[src/hw/acs_pkg.sv]
/*
 * Constants shared by the conversion sequencer: register map, field
 * positions, reset values, sequencer states and timing figures.
 * Assumes a 250 MHz core clock.
 */
`default_nettype none
package acs_pkg;
    // Register byte offsets
    localparam logic [7:0] ACS_OFF_CTL   = 8'h00; // converter_control
    localparam logic [7:0] ACS_OFF_DLY   = 8'h04; // conversion_delay
    localparam logic [7:0] ACS_OFF_STAT  = 8'h08; // channel_done_flags
    localparam logic [7:0] ACS_OFF_OMASK = 8'h0C; // one-shot channel mask
    localparam logic [7:0] ACS_OFF_RMASK = 8'h10; // repeat channel mask
    localparam logic [7:0] ACS_OFF_IEN   = 8'h54; // interrupt enables
    // Control field positions
    localparam int ACS_B_EN    = 0;
    localparam int ACS_B_ONCE  = 1;
    localparam int ACS_B_RPT   = 2;
    localparam int ACS_B_RDONE = 6;
    localparam int ACS_B_ODONE = 7;
    // Interrupt enable positions
    localparam int ACS_B_IE_O  = 0;
    localparam int ACS_B_IE_R  = 1;
    // Reset values
    localparam logic [15:0] ACS_RST_16 = 16'h0000;
    localparam logic [1:0]  ACS_RST_IE = 2'h0;
    // AXI responses
    localparam logic [1:0] ACS_OKAY   = 2'h0;
    localparam logic [1:0] ACS_SLVERR = 2'h2;
    // Timing
    localparam int ACS_CLK_MHZ     = 250;
    localparam int ACS_CONV_NS     = 10000; // per channel, 10 us
    localparam int ACS_TICK_NS     = 40000; // delay unit, 40 us
    localparam int ACS_CONV_CYCLES = (ACS_CONV_NS * ACS_CLK_MHZ + 999) / 1000;
    localparam int ACS_TICK_CYCLES = (ACS_TICK_NS * ACS_CLK_MHZ + 999) / 1000;
    localparam int ACS_LAST_CHAN   = 15;
    // Sequencer states
    typedef enum logic [1:0] {
        ACS_IDLE = 2'b00,
        ACS_SCAN = 2'b01,
        ACS_CONV = 2'b10
    } acs_state_e;
endpackage : acs_pkg
`default_nettype wire

[src/hw/acs_sequencer.sv]
/*
 * Conversion sequencer for a sixteen-channel converter core, with an
 * AXI4-Lite register slave. Assumes the converter core converts the
 * channel on conv_channel while conv_active is high, and that the
 * bus master keeps the AXI4-Lite rules.
 */
// What this block does
// Enable low keeps core down, no new cycles; core stays up until a running cycle drains
// Enable rising gives one-cycle core reset
// One-shot start begins cycle at once
// Each enabled channel converts for 10 us
// One-shot bit self-clears at start; 0 ignored
// One-shot waits behind running periodic cycle
// Repeat start loads start delay into timer
// Timer zero reloads repeat delay while enabled
// Periodic waits behind running one-shot cycle
// Repeat off clears timer, stops periodic cycles
// One-shot flag clears at start, sets at end
// Periodic flag clears at start, sets at end
// Both flags clear by writing one
// Each flag drives a gated interrupt
// Delays count 40 us steps, zero immediate
// Repeat delay spaces periodic cycles
// Delay fields never delay one-shot cycles
// Several expiries queue one periodic cycle
// Per-channel done bits, write-one clear
// Channels converted in ascending order
// Channel bit set on done, reset clears
// Fixed prescaler makes the 40 us tick
`default_nettype none
module acs_sequencer
    import acs_pkg::*;
#(
    parameter int TICK_CYCLES = ACS_TICK_CYCLES // 40 us in clocks
) (
    input  wire logic        clock,
    input  wire logic        nrst,
    input  wire logic        s_axi_awvalid,
    output logic             s_axi_awready,
    input  wire logic [7:0]  s_axi_awaddr,
    input  wire logic        s_axi_wvalid,
    output logic             s_axi_wready,
    input  wire logic [31:0] s_axi_wdata,
    input  wire logic [3:0]  s_axi_wstrb,
    output logic             s_axi_bvalid,
    input  wire logic        s_axi_bready,
    output logic [1:0]       s_axi_bresp,
    input  wire logic        s_axi_arvalid,
    output logic             s_axi_arready,
    input  wire logic [7:0]  s_axi_araddr,
    output logic             s_axi_rvalid,
    input  wire logic        s_axi_rready,
    output logic [31:0]      s_axi_rdata,
    output logic [1:0]       s_axi_rresp,
    output logic             conv_power_down,
    output logic             conv_reset,
    output logic [3:0]       conv_channel,
    output logic             conv_active,
    output logic             conv_done,
    output logic             oneshot_irq,
    output logic             periodic_irq
);
    // Lowest enabled channel at or above 'from'; 16 means none left
    function automatic logic [4:0] next_chan(input logic [15:0] m,
                                             input logic [4:0]  from);
        logic [4:0] r;
        r = 5'h10;
        for (int i = ACS_LAST_CHAN; i >= 0; i--) begin
            if (m[i] && (5'(i) >= from)) begin
                r = 5'(i);
            end
        end
        return r;
    endfunction : next_chan

    // Byte-lane merge of a write
    function automatic logic [31:0] merge(input logic [31:0] old,
                                          input logic [31:0] nw,
                                          input logic [3:0]  st);
        logic [31:0] r;
        r = old;
        for (int b = 0; b < 4; b++) begin
            if (st[b]) begin
                r[b*8 +: 8] = nw[b*8 +: 8];
            end
        end
        return r;
    endfunction : merge

    // Bus side holding registers
    logic        aw_held;     // Write address taken
    logic        w_held;      // Write data taken
    logic [7:0]  wr_addr;     // Held write address
    logic [31:0] wr_data;     // Held write data
    logic [3:0]  wr_strb;     // Held strobes
    logic        wr_fire;     // Both halves present, do the write
    logic [31:0] wr_lanes;    // Strobe mask expanded to bits
    logic [31:0] w1c;         // Bits written as one on enabled lanes
    // Software visible state
    logic        ctl_en;            // Converter enable
    logic        start_once;        // One-shot request
    logic        rpt_on;            // Repeat start bit
    logic        oneshot_done_flag; // One-shot complete
    logic        periodic_done_flag;// Periodic complete
    logic [15:0] start_delay;       // Start delay, 40 us units
    logic [15:0] repeat_delay;      // Repeat delay, 40 us units
    logic [15:0] once_mask;         // One-shot channel mask
    logic [15:0] rpt_mask;          // Repeat channel mask
    logic [15:0] channel_done_bits; // Per-channel done
    logic [1:0]  irq_en;            // Interrupt enables
    // Sequencer
    acs_state_e  state;        // Sequencer state
    logic        kind_once;    // Running cycle is a one-shot
    logic [4:0]  scan_idx;     // First channel not yet examined
    logic [11:0] conv_cnt;     // Cycles spent on this channel
    logic [4:0]  nxt;          // Next channel found by the scan
    logic        cyc_start;    // A cycle begins this clock
    logic        cyc_end;      // A cycle ends this clock
    logic        ch_end;       // A channel finishes this clock
    logic        en_prev;      // Enable one clock ago
    // Repeat timer
    logic [15:0] rpt_cnt;      // Remaining 40 us units
    logic [13:0] pre_cnt;      // Prescaler toward one tick
    logic        rpt_pend;     // One periodic cycle queued
    logic        rpt_expire;   // Timer at zero this clock
    logic        ctl_wr;       // Write to control, low lane
    logic        rpt_wr1;      // Repeat bit written with one

    // Write decode
    assign wr_fire  = aw_held && w_held && !s_axi_bvalid;
    assign wr_lanes = {{8{wr_strb[3]}}, {8{wr_strb[2]}},
                       {8{wr_strb[1]}}, {8{wr_strb[0]}}};
    assign w1c      = wr_data & wr_lanes;
    assign ctl_wr   = wr_fire && (wr_addr == ACS_OFF_CTL) && wr_strb[0];
    assign rpt_wr1  = ctl_wr && wr_data[ACS_B_RPT];
    assign s_axi_awready = !aw_held;
    assign s_axi_wready  = !w_held;
    assign s_axi_arready = !s_axi_rvalid;

    // Address and data may arrive in either order; each is held
    always_ff @(posedge clock or negedge nrst) begin
        if (!nrst) begin
            aw_held <= 1'b0;
            w_held  <= 1'b0;
            wr_addr <= 8'h00;
            wr_data <= 32'h0000_0000;
            wr_strb <= 4'h0;
        end else begin
            if (s_axi_awvalid && !aw_held) begin
                aw_held <= 1'b1;
                wr_addr <= s_axi_awaddr;
            end else if (wr_fire) begin
                aw_held <= 1'b0;
            end
            if (s_axi_wvalid && !w_held) begin
                w_held  <= 1'b1;
                wr_data <= s_axi_wdata;
                wr_strb <= s_axi_wstrb;
            end else if (wr_fire) begin
                w_held <= 1'b0;
            end
        end
    end

    // Write response; unmapped offsets answer SLVERR and store nothing
    always_ff @(posedge clock or negedge nrst) begin
        if (!nrst) begin
            s_axi_bvalid <= 1'b0;
            s_axi_bresp  <= ACS_OKAY;
        end else if (wr_fire) begin
            s_axi_bvalid <= 1'b1;
            case (wr_addr)
                ACS_OFF_CTL, ACS_OFF_DLY, ACS_OFF_STAT, ACS_OFF_OMASK,
                ACS_OFF_RMASK, ACS_OFF_IEN: s_axi_bresp <= ACS_OKAY;
                default:                    s_axi_bresp <= ACS_SLVERR;
            endcase
        end else if (s_axi_bready) begin
            s_axi_bvalid <= 1'b0;
        end
    end

    // Read path; reserved bits read zero
    always_ff @(posedge clock or negedge nrst) begin
        if (!nrst) begin
            s_axi_rvalid <= 1'b0;
            s_axi_rdata  <= 32'h0000_0000;
            s_axi_rresp  <= ACS_OKAY;
        end else if (s_axi_arvalid && !s_axi_rvalid) begin
            s_axi_rvalid <= 1'b1;
            s_axi_rresp  <= ACS_OKAY;
            case (s_axi_araddr)
                ACS_OFF_CTL:   s_axi_rdata <= {24'h00_0000, oneshot_done_flag,
                                   periodic_done_flag, 3'h0, rpt_on,
                                   start_once, ctl_en};
                ACS_OFF_DLY:   s_axi_rdata <= {repeat_delay, start_delay};
                ACS_OFF_STAT:  s_axi_rdata <= {16'h0000, channel_done_bits};
                ACS_OFF_OMASK: s_axi_rdata <= {16'h0000, once_mask};
                ACS_OFF_RMASK: s_axi_rdata <= {16'h0000, rpt_mask};
                ACS_OFF_IEN:   s_axi_rdata <= {30'h0000_0000, irq_en};
                default: begin
                    s_axi_rdata <= 32'h0000_0000;
                    s_axi_rresp <= ACS_SLVERR;
                end
            endcase
        end else if (s_axi_rready) begin
            s_axi_rvalid <= 1'b0;
        end
    end

    // Plain read-write settings
    always_ff @(posedge clock or negedge nrst) begin
        if (!nrst) begin
            ctl_en       <= 1'b0;
            start_delay  <= ACS_RST_16;
            repeat_delay <= ACS_RST_16;
            once_mask    <= ACS_RST_16;
            rpt_mask     <= ACS_RST_16;
            irq_en       <= ACS_RST_IE;
        end else if (wr_fire) begin
            if (ctl_wr) begin
                ctl_en <= wr_data[ACS_B_EN];
            end
            if (wr_addr == ACS_OFF_DLY) begin
                {repeat_delay, start_delay} <= merge({repeat_delay, start_delay},
                                                     wr_data, wr_strb);
            end
            if (wr_addr == ACS_OFF_OMASK) begin
                once_mask <= 16'(merge({16'h0000, once_mask}, wr_data, wr_strb));
            end
            if (wr_addr == ACS_OFF_RMASK) begin
                rpt_mask <= 16'(merge({16'h0000, rpt_mask}, wr_data, wr_strb));
            end
            if (wr_addr == ACS_OFF_IEN) begin
                irq_en <= 2'(merge({30'h0000_0000, irq_en}, wr_data, wr_strb));
            end
        end
    end

    // Start decision; one-shot wins when both wait
    assign cyc_start = (state == ACS_IDLE) && ctl_en && (start_once || rpt_pend);
    assign nxt       = next_chan(kind_once ? once_mask : rpt_mask, scan_idx);
    assign ch_end    = (state == ACS_CONV) && (conv_cnt == 12'(ACS_CONV_CYCLES - 1));
    assign cyc_end   = (state == ACS_SCAN) && nxt[4];

    // One-shot request: a new write of one beats the self-clear
    always_ff @(posedge clock or negedge nrst) begin
        if (!nrst) begin
            start_once <= 1'b0;
        end else if (ctl_wr && wr_data[ACS_B_ONCE]) begin
            start_once <= 1'b1;
        end else if (cyc_start && start_once) begin
            start_once <= 1'b0;
        end
    end

    // Sequencer; masks read live so unexamined channels see new values
    always_ff @(posedge clock or negedge nrst) begin
        if (!nrst) begin
            state        <= ACS_IDLE;
            kind_once    <= 1'b0;
            scan_idx     <= 5'h00;
            conv_cnt     <= 12'h000;
            conv_channel <= 4'h0;
        end else begin
            case (state)
                ACS_IDLE: begin
                    if (cyc_start) begin
                        kind_once <= start_once;
                        scan_idx  <= 5'h00;
                        state     <= ACS_SCAN;
                    end
                end
                ACS_SCAN: begin
                    if (nxt[4]) begin
                        state <= ACS_IDLE;
                    end else begin
                        conv_channel <= nxt[3:0];
                        conv_cnt     <= 12'h000;
                        state        <= ACS_CONV;
                    end
                end
                ACS_CONV: begin
                    if (ch_end) begin
                        scan_idx <= 5'(conv_channel) + 5'h01;
                        state    <= ACS_SCAN;
                    end else begin
                        conv_cnt <= conv_cnt + 12'h001;
                    end
                end
                default: state <= ACS_IDLE;
            endcase
        end
    end

    // Core side strobes; power down waits for the cycle to drain
    always_ff @(posedge clock or negedge nrst) begin
        if (!nrst) begin
            en_prev         <= 1'b0;
            conv_reset      <= 1'b0;
            conv_power_down <= 1'b1;
            conv_done       <= 1'b0;
        end else begin
            en_prev         <= ctl_en;
            conv_reset      <= ctl_en && !en_prev;
            conv_power_down <= !ctl_en && (state == ACS_IDLE);
            conv_done       <= ch_end;
        end
    end
    assign conv_active = (state == ACS_CONV);

    // Per-channel done bits; a set wins over a same-clock clear
    always_ff @(posedge clock or negedge nrst) begin
        if (!nrst) begin
            channel_done_bits <= ACS_RST_16;
        end else begin
            channel_done_bits <= (channel_done_bits
                & ~((wr_fire && wr_addr == ACS_OFF_STAT) ? w1c[15:0] : 16'h0000))
                | (ch_end ? (16'h0001 << conv_channel) : 16'h0000);
        end
    end

    // Completion flags; hardware set beats every clear
    always_ff @(posedge clock or negedge nrst) begin
        if (!nrst) begin
            oneshot_done_flag  <= 1'b0;
            periodic_done_flag <= 1'b0;
        end else begin
            if (cyc_end && kind_once) begin
                oneshot_done_flag <= 1'b1;
            end else if (cyc_start && start_once) begin
                oneshot_done_flag <= 1'b0;
            end else if (ctl_wr && wr_data[ACS_B_ODONE]) begin
                oneshot_done_flag <= 1'b0;
            end
            if (cyc_end && !kind_once) begin
                periodic_done_flag <= 1'b1;
            end else if (cyc_start && !start_once) begin
                periodic_done_flag <= 1'b0;
            end else if (ctl_wr && wr_data[ACS_B_RDONE]) begin
                periodic_done_flag <= 1'b0;
            end
        end
    end
    assign oneshot_irq  = oneshot_done_flag && irq_en[ACS_B_IE_O];
    assign periodic_irq = periodic_done_flag && irq_en[ACS_B_IE_R];

    // Repeat timer; prescaler runs only while repeat is on and restarts on every control write to the low lane
    assign rpt_expire = rpt_on && (rpt_cnt == 16'h0000);
    always_ff @(posedge clock or negedge nrst) begin
        if (!nrst) begin
            rpt_on  <= 1'b0;
            rpt_cnt <= 16'h0000;
            pre_cnt <= 14'h0000;
        end else if (ctl_wr && !wr_data[ACS_B_RPT]) begin
            rpt_on  <= 1'b0;
            rpt_cnt <= 16'h0000;
            pre_cnt <= 14'h0000;
        end else if (rpt_wr1) begin
            rpt_on  <= 1'b1;
            rpt_cnt <= start_delay;
            pre_cnt <= 14'h0000;
        end else if (rpt_expire) begin
            rpt_cnt <= repeat_delay;
            pre_cnt <= 14'h0000;
        end else if (rpt_on) begin
            if (pre_cnt == 14'(TICK_CYCLES - 1)) begin
                pre_cnt <= 14'h0000;
                rpt_cnt <= rpt_cnt - 16'h0001;
            end else begin
                pre_cnt <= pre_cnt + 14'h0001;
            end
        end
    end

    // Single pending periodic request; repeated expiries merge
    always_ff @(posedge clock or negedge nrst) begin
        if (!nrst) begin
            rpt_pend <= 1'b0;
        end else if (!rpt_on || (ctl_wr && !wr_data[ACS_B_RPT])) begin
            rpt_pend <= 1'b0;
        end else if (rpt_expire) begin
            rpt_pend <= 1'b1;
        end else if (cyc_start && !start_once) begin
            rpt_pend <= 1'b0;
        end
    end

    // Helper: run length of one channel and last channel of the cycle
    logic [11:0] run_len;
    logic [4:0]  last_ch;
    always_ff @(posedge clock or negedge nrst) begin
        if (!nrst) begin
            run_len <= 12'h000;
            last_ch <= 5'h10;
        end else begin
            run_len <= conv_active ? run_len + 12'h001 : 12'h000;
            if (cyc_start) begin
                last_ch <= 5'h10;
            end else if (ch_end) begin
                last_ch <= 5'(conv_channel);
            end
        end
    end

    chk_core_reset_pulse: assert property (@(posedge clock) disable iff (!nrst)
        $rose(ctl_en) |=> conv_reset ##1 !conv_reset)
        else $error("core reset pulse not one cycle");
    chk_off_no_start: assert property (@(posedge clock) disable iff (!nrst)
        (state == ACS_IDLE && !ctl_en) |=> state == ACS_IDLE)
        else $error("cycle began while disabled");
    chk_chan_conv_len: assert property (@(posedge clock) disable iff (!nrst)
        $fell(conv_active) |-> $past(run_len) == 12'(ACS_CONV_CYCLES - 1))
        else $error("channel conversion length wrong");
    chk_chan_ascending: assert property (@(posedge clock) disable iff (!nrst)
        ($rose(conv_active) && !last_ch[4]) |-> 5'(conv_channel) > last_ch)
        else $error("channels out of order");
    chk_once_self_clear: assert property (@(posedge clock) disable iff (!nrst)
        (cyc_start && start_once && !ctl_wr) |=> !start_once && kind_once)
        else $error("one-shot bit not cleared at start");
    chk_once_flag_cycle: assert property (@(posedge clock) disable iff (!nrst)
        (cyc_start && start_once) |=> !oneshot_done_flag ##1 (!oneshot_done_flag || $past(cyc_end)))
        else $error("one-shot flag not cleared at start");
    chk_flag_on_end: assert property (@(posedge clock) disable iff (!nrst)
        (cyc_end && !kind_once) |=> periodic_done_flag && state == ACS_IDLE)
        else $error("periodic flag not set at end");
    chk_repeat_stop: assert property (@(posedge clock) disable iff (!nrst)
        $fell(rpt_on) |-> rpt_cnt == 16'h0000 && !rpt_pend)
        else $error("repeat timer not cleared");
    chk_chan_bit_set: assert property (@(posedge clock) disable iff (!nrst)
        conv_done |-> channel_done_bits[conv_channel])
        else $error("channel done bit missing");
    cov_once_cycle: cover property (@(posedge clock) disable iff (!nrst)
        cyc_end && kind_once);
    cov_periodic_cycle: cover property (@(posedge clock) disable iff (!nrst)
        cyc_end && !kind_once);
    cov_once_behind_rpt: cover property (@(posedge clock) disable iff (!nrst)
        (cyc_end && !kind_once && start_once) ##1 cyc_start);
endmodule : acs_sequencer
`default_nettype wire

[config.mk]
export PLATFORM = sky130hd
export DESIGN_NAME = acs_sequencer
export DESIGN_NICKNAME = d
export VERILOG_FILES = /design/src/hw/acs_pkg.sv /design/src/hw/acs_sequencer.sv
export SDC_FILE = /design/constraint.sdc
export NUM_CORES = 1
export LEC_CHECK = 0
export BUFFER_PORTS_ARGS = -buffer_cell sky130_fd_sc_hd__buf_2
export CORE_ASPECT_RATIO = 0.5
export CORE_MARGIN = 2
export CORE_UTILIZATION = 50
export DETAILED_ROUTE_END_ITERATION = 8
export PLACE_DENSITY = 0.65
export SETUP_SLACK_MARGIN = 0.4
export SLEW_MARGIN = 20
export SYNTH_ARGS = -nofsm -noshare
export SYNTH_HDL_FRONTEND = slang
export SYNTH_SLANG_ARGS = --single-unit
[constraint.sdc]
create_clock -name clock -period 3.25 [get_ports clock]
set_clock_uncertainty 0.05 [all_clocks]
set_input_delay 0.325 -clock clock [delete_from_list [all_inputs] [get_ports clock]]
set_output_delay 0.325 -clock clock [all_outputs]
set_load 0.02 [all_outputs]
==> flow_summary.toml <==
[outcome]
status = "finished, final reports clean"

[sta]
slew_viol_final = 0
fin_crit_ns = 2.76
max_freq_mhz = 363
holdWs_ns = 0.122
fin_setup_tns_ns = 0
hold_viol = 0
tightest_slew_ns = 0.780
rsz0062_at_grt = "false"
maxSlewHeadroom = 0.478
fin_crit_sh = 0.848
timing.final.ws_setup_ns = 0.494
setup_viol = 0

[drt]
firstDrtPassIters = 6
routed_wl_mm = 29.9
ant_nets = 0
via_per_inst = 5.97
drc = 0
drt-initial-drc-count = 821
num_vias = 8980
wl_per_cell_um = 19.9

[floorplanning]
die_y_um = 109
io_pins = 110
die_x_um = 215
start_util = 0.511
core_region_area_um2 = 21700
die-area_um2 = 23500
rows = 38

[finish]
fin_util = 0.611
fin_nets = 1260
seqCellArea_um2 = 5710
stdcell_area_um2 = 13300
area_growth_pct = 19.6
multi_input_area_um2 = 5110
fillerInstances = 1830
drive_gt1_frac = 0.262

[synth]
yosys.area.top_type = "dfrtp_1"
synth-edff-count = 0
postSynthAreaPerCell_um2 = 10.7
synth_ff_type = "dfrtp_1"
syn_area_um2 = 11100
ys_top_cells_by_area = "dfrtp_1 51%, mux2_2 12%, nand2_1 4.3%"
syn_inst = 1037
seq_area_frac_synth = 0.514
synth_seq_cells = 228
synth_cell_types = 71
yosysTopAreaCellShare = 0.511
async_reset_ff_frac = 1.00
ys_warn_count = 0

[power_and_ir_drop]
p_leak_uw = 0.00619
p_per_area_nw_per_um2 = 690
max-vdd-ir-drop_v = 0.000364

[worst_setup_path]
critPathRequiredTime_ns = 3.61
start_kind = "register"
end_kind = "register"
cp_max_fo = 6
crit_type = "reg -> reg"
cp.arrival_ns = 3.12

[placement]
place_congestion = 0.930
hpwl_mm = 20.7
pre_cts_ws_ns = 0.112
postPlaceCellArea_um2 = 12000
numPortBuffers = 107

[clocking]
cts_buffers = 22
ctsLongestPathBuffers = 3
clk_pin_slew_worst_paths_ns = 0.07
clk_latency_ns = 0.51
cts_root_buffer = "clkbuf_16"
cts_tree = "done"
htreeDepth = 1
cts.sinks = 228

[global_routing]
antenna_found_initial = 1
grt_max_degree = 97
grt_pass1_vias = 8732
grt.total_usage = 0.256
grt_first_pass_wirelength_mm = 47.3
grt_overflow = 0

[flow_run]
drv_cap = 0

[min_path]
hold_class = "in -> reg"
## worst max-delay path, stage by stage, from the launching register on
cell and delay, ns:
dfrtp_1 0.43, or4b_2 0.74, or4_4 0.47, o21ai_0 0.39
nand3_1 0.15, xor2_1 0.17, o31ai_1 0.25
## power by group
part | internal (uW) | switching (uW) | leakage, uW
clock | 1550 | 1090 | 0.000354
sequential | 3410 | 708 | 0.00303
combinational | 1100 | 1310 | 0.00281
total | 6060 | 3100 | 0.00619
## Yosys cell counts, drive strengths merged, types with 4 or more instances
master	count
buf	10
inv	26
nor4	4
o22ai	4
a222oi	11
o21ai	70
nor4b	5
nand2	127
and3	17
o2bb2ai	5
nor2	39
xor2	6
a22o	16
nor3b	10
mux2	116
a21o	14
nor3	22
nand3	56
or3	9
nor2b	8
or2	8
mux2i	9
nand4	10
o31ai	6
ha	13
and2	7
clkbuf	45
nand2b	6
xnor2	6
a21oi	31
o211ai	15
o221ai	4
mux4	5
or4	7
a31oi	5
a32o	8
dfrtp	227
a22oi	9
## layout make-up
cell class / count / share of cell area
Inverter: 26 / 0.00735
Clock buffer: 35 / 0.0497
Antenna cell: 1 / 0.000188
Clock inverter: 3 / 0.00518
Tap cell: 300 / 0.0283
Timing Repair Buffer: 181 / 0.0940
Multi-Input combinational cell: 729 / 0.385
Sequential cell: 228 / 0.430
## registers in the layout, summed over array words and instances, names as in the netlist, 16 cells and up
| name | flops |
|---|---|
| channel_done_bits | 16 |
| once_mask | 16 |
| repeat_delay | 16 |
| rpt_cnt | 16 |
| rpt_mask | 16 |
| s_axi_rdata | 32 |
| start_delay | 16 |
| wr_data | 32 |
## layout by cell type, fill, tap and decap left out, drive strengths merged, types with 22 or more instances in the layout
| master | synthesis | layout |
|---|---|---|
| dfrtp | 227 | 227 |
| buf | 10 | 132 |
| nand2 | 127 | 127 |
| mux2 | 116 | 116 |
| o21ai | 70 | 70 |
| nand3 | 56 | 56 |
| dlygate4sd3 | 0 | 49 |
| nor2 | 39 | 39 |
| clkbuf | 45 | 35 |
| a21oi | 31 | 31 |
| inv | 26 | 27 |
| nor3 | 22 | 22 |
## path summary, 6_finish.rpt
| kind | from | end | slack, ns | cells past startpoint |
|---|---|---|---|---|
| max in group asynchronous | nrst | once_mask[8]$_DFFE_PN0P_ | 1.90 | 3 |
| min in group asynchronous | nrst | conv_cnt[11]$_DFFE_PN0P_ | 0.35 | 2 |
| setup / recovery | rpt_cnt[13]$_DFFE_PN0P_ | rpt_cnt[4]$_DFFE_PN0P_ | 0.49 | 6 |
| hold reg to reg | en_prev$_DFF_PN0_ | conv_reset$_DFF_PN0_ | 0.34 | 1 |
| hold / removal | s_axi_arvalid | s_axi_rdata[29]$_DFFE_PN0P_ | 0.12 | 4 |
| setup reg to reg | rpt_cnt[13]$_DFFE_PN0P_ | rpt_cnt[4]$_DFFE_PN0P_ | 0.49 | 6 |
## per-layer routing
layer / vias up / GRT usage / share of wire
li1: 4113 / - / -
met1: 4535 / 0.371 / 0.46
met2: 282 / 0.395 / 0.44
met3: 50 / 0.0506 / 0.067
met4: 0 / 0.0660 / 0.026
met5: - / 0 / 0
## per-stage QoR
step,cells,power [uW]
6_report,1503,9160
5_1_grt,1503,9630
4_1_cts,1502,9130
3_5_place_dp,1415,6400
3_3_place_gp,1415,6330
2_1_floorplan,1038,5520
## kinds of logic after synthesis
group,share of synthesized area
AND/OR/NAND/NOR,0.159
other,0.000338
buffers and inverters,0.0295
AO/OA/AOI/OAI,0.137
multiplexers,0.136
flip-flops,0.514
adder cells (fa/ha/maj),0.0146
XOR/XNOR,0.00946
## what timing repair did
action | 4_1_cts | 5_1_grt
hold buffers | 49 | 0
buffers inserted | 0 | 0
endpoints found under the setup margin | 15 | 29
resized for setup | 3 | 10
endpoints found under the hold margin | 140 | 0
Power figures use the tool's default switching activity.
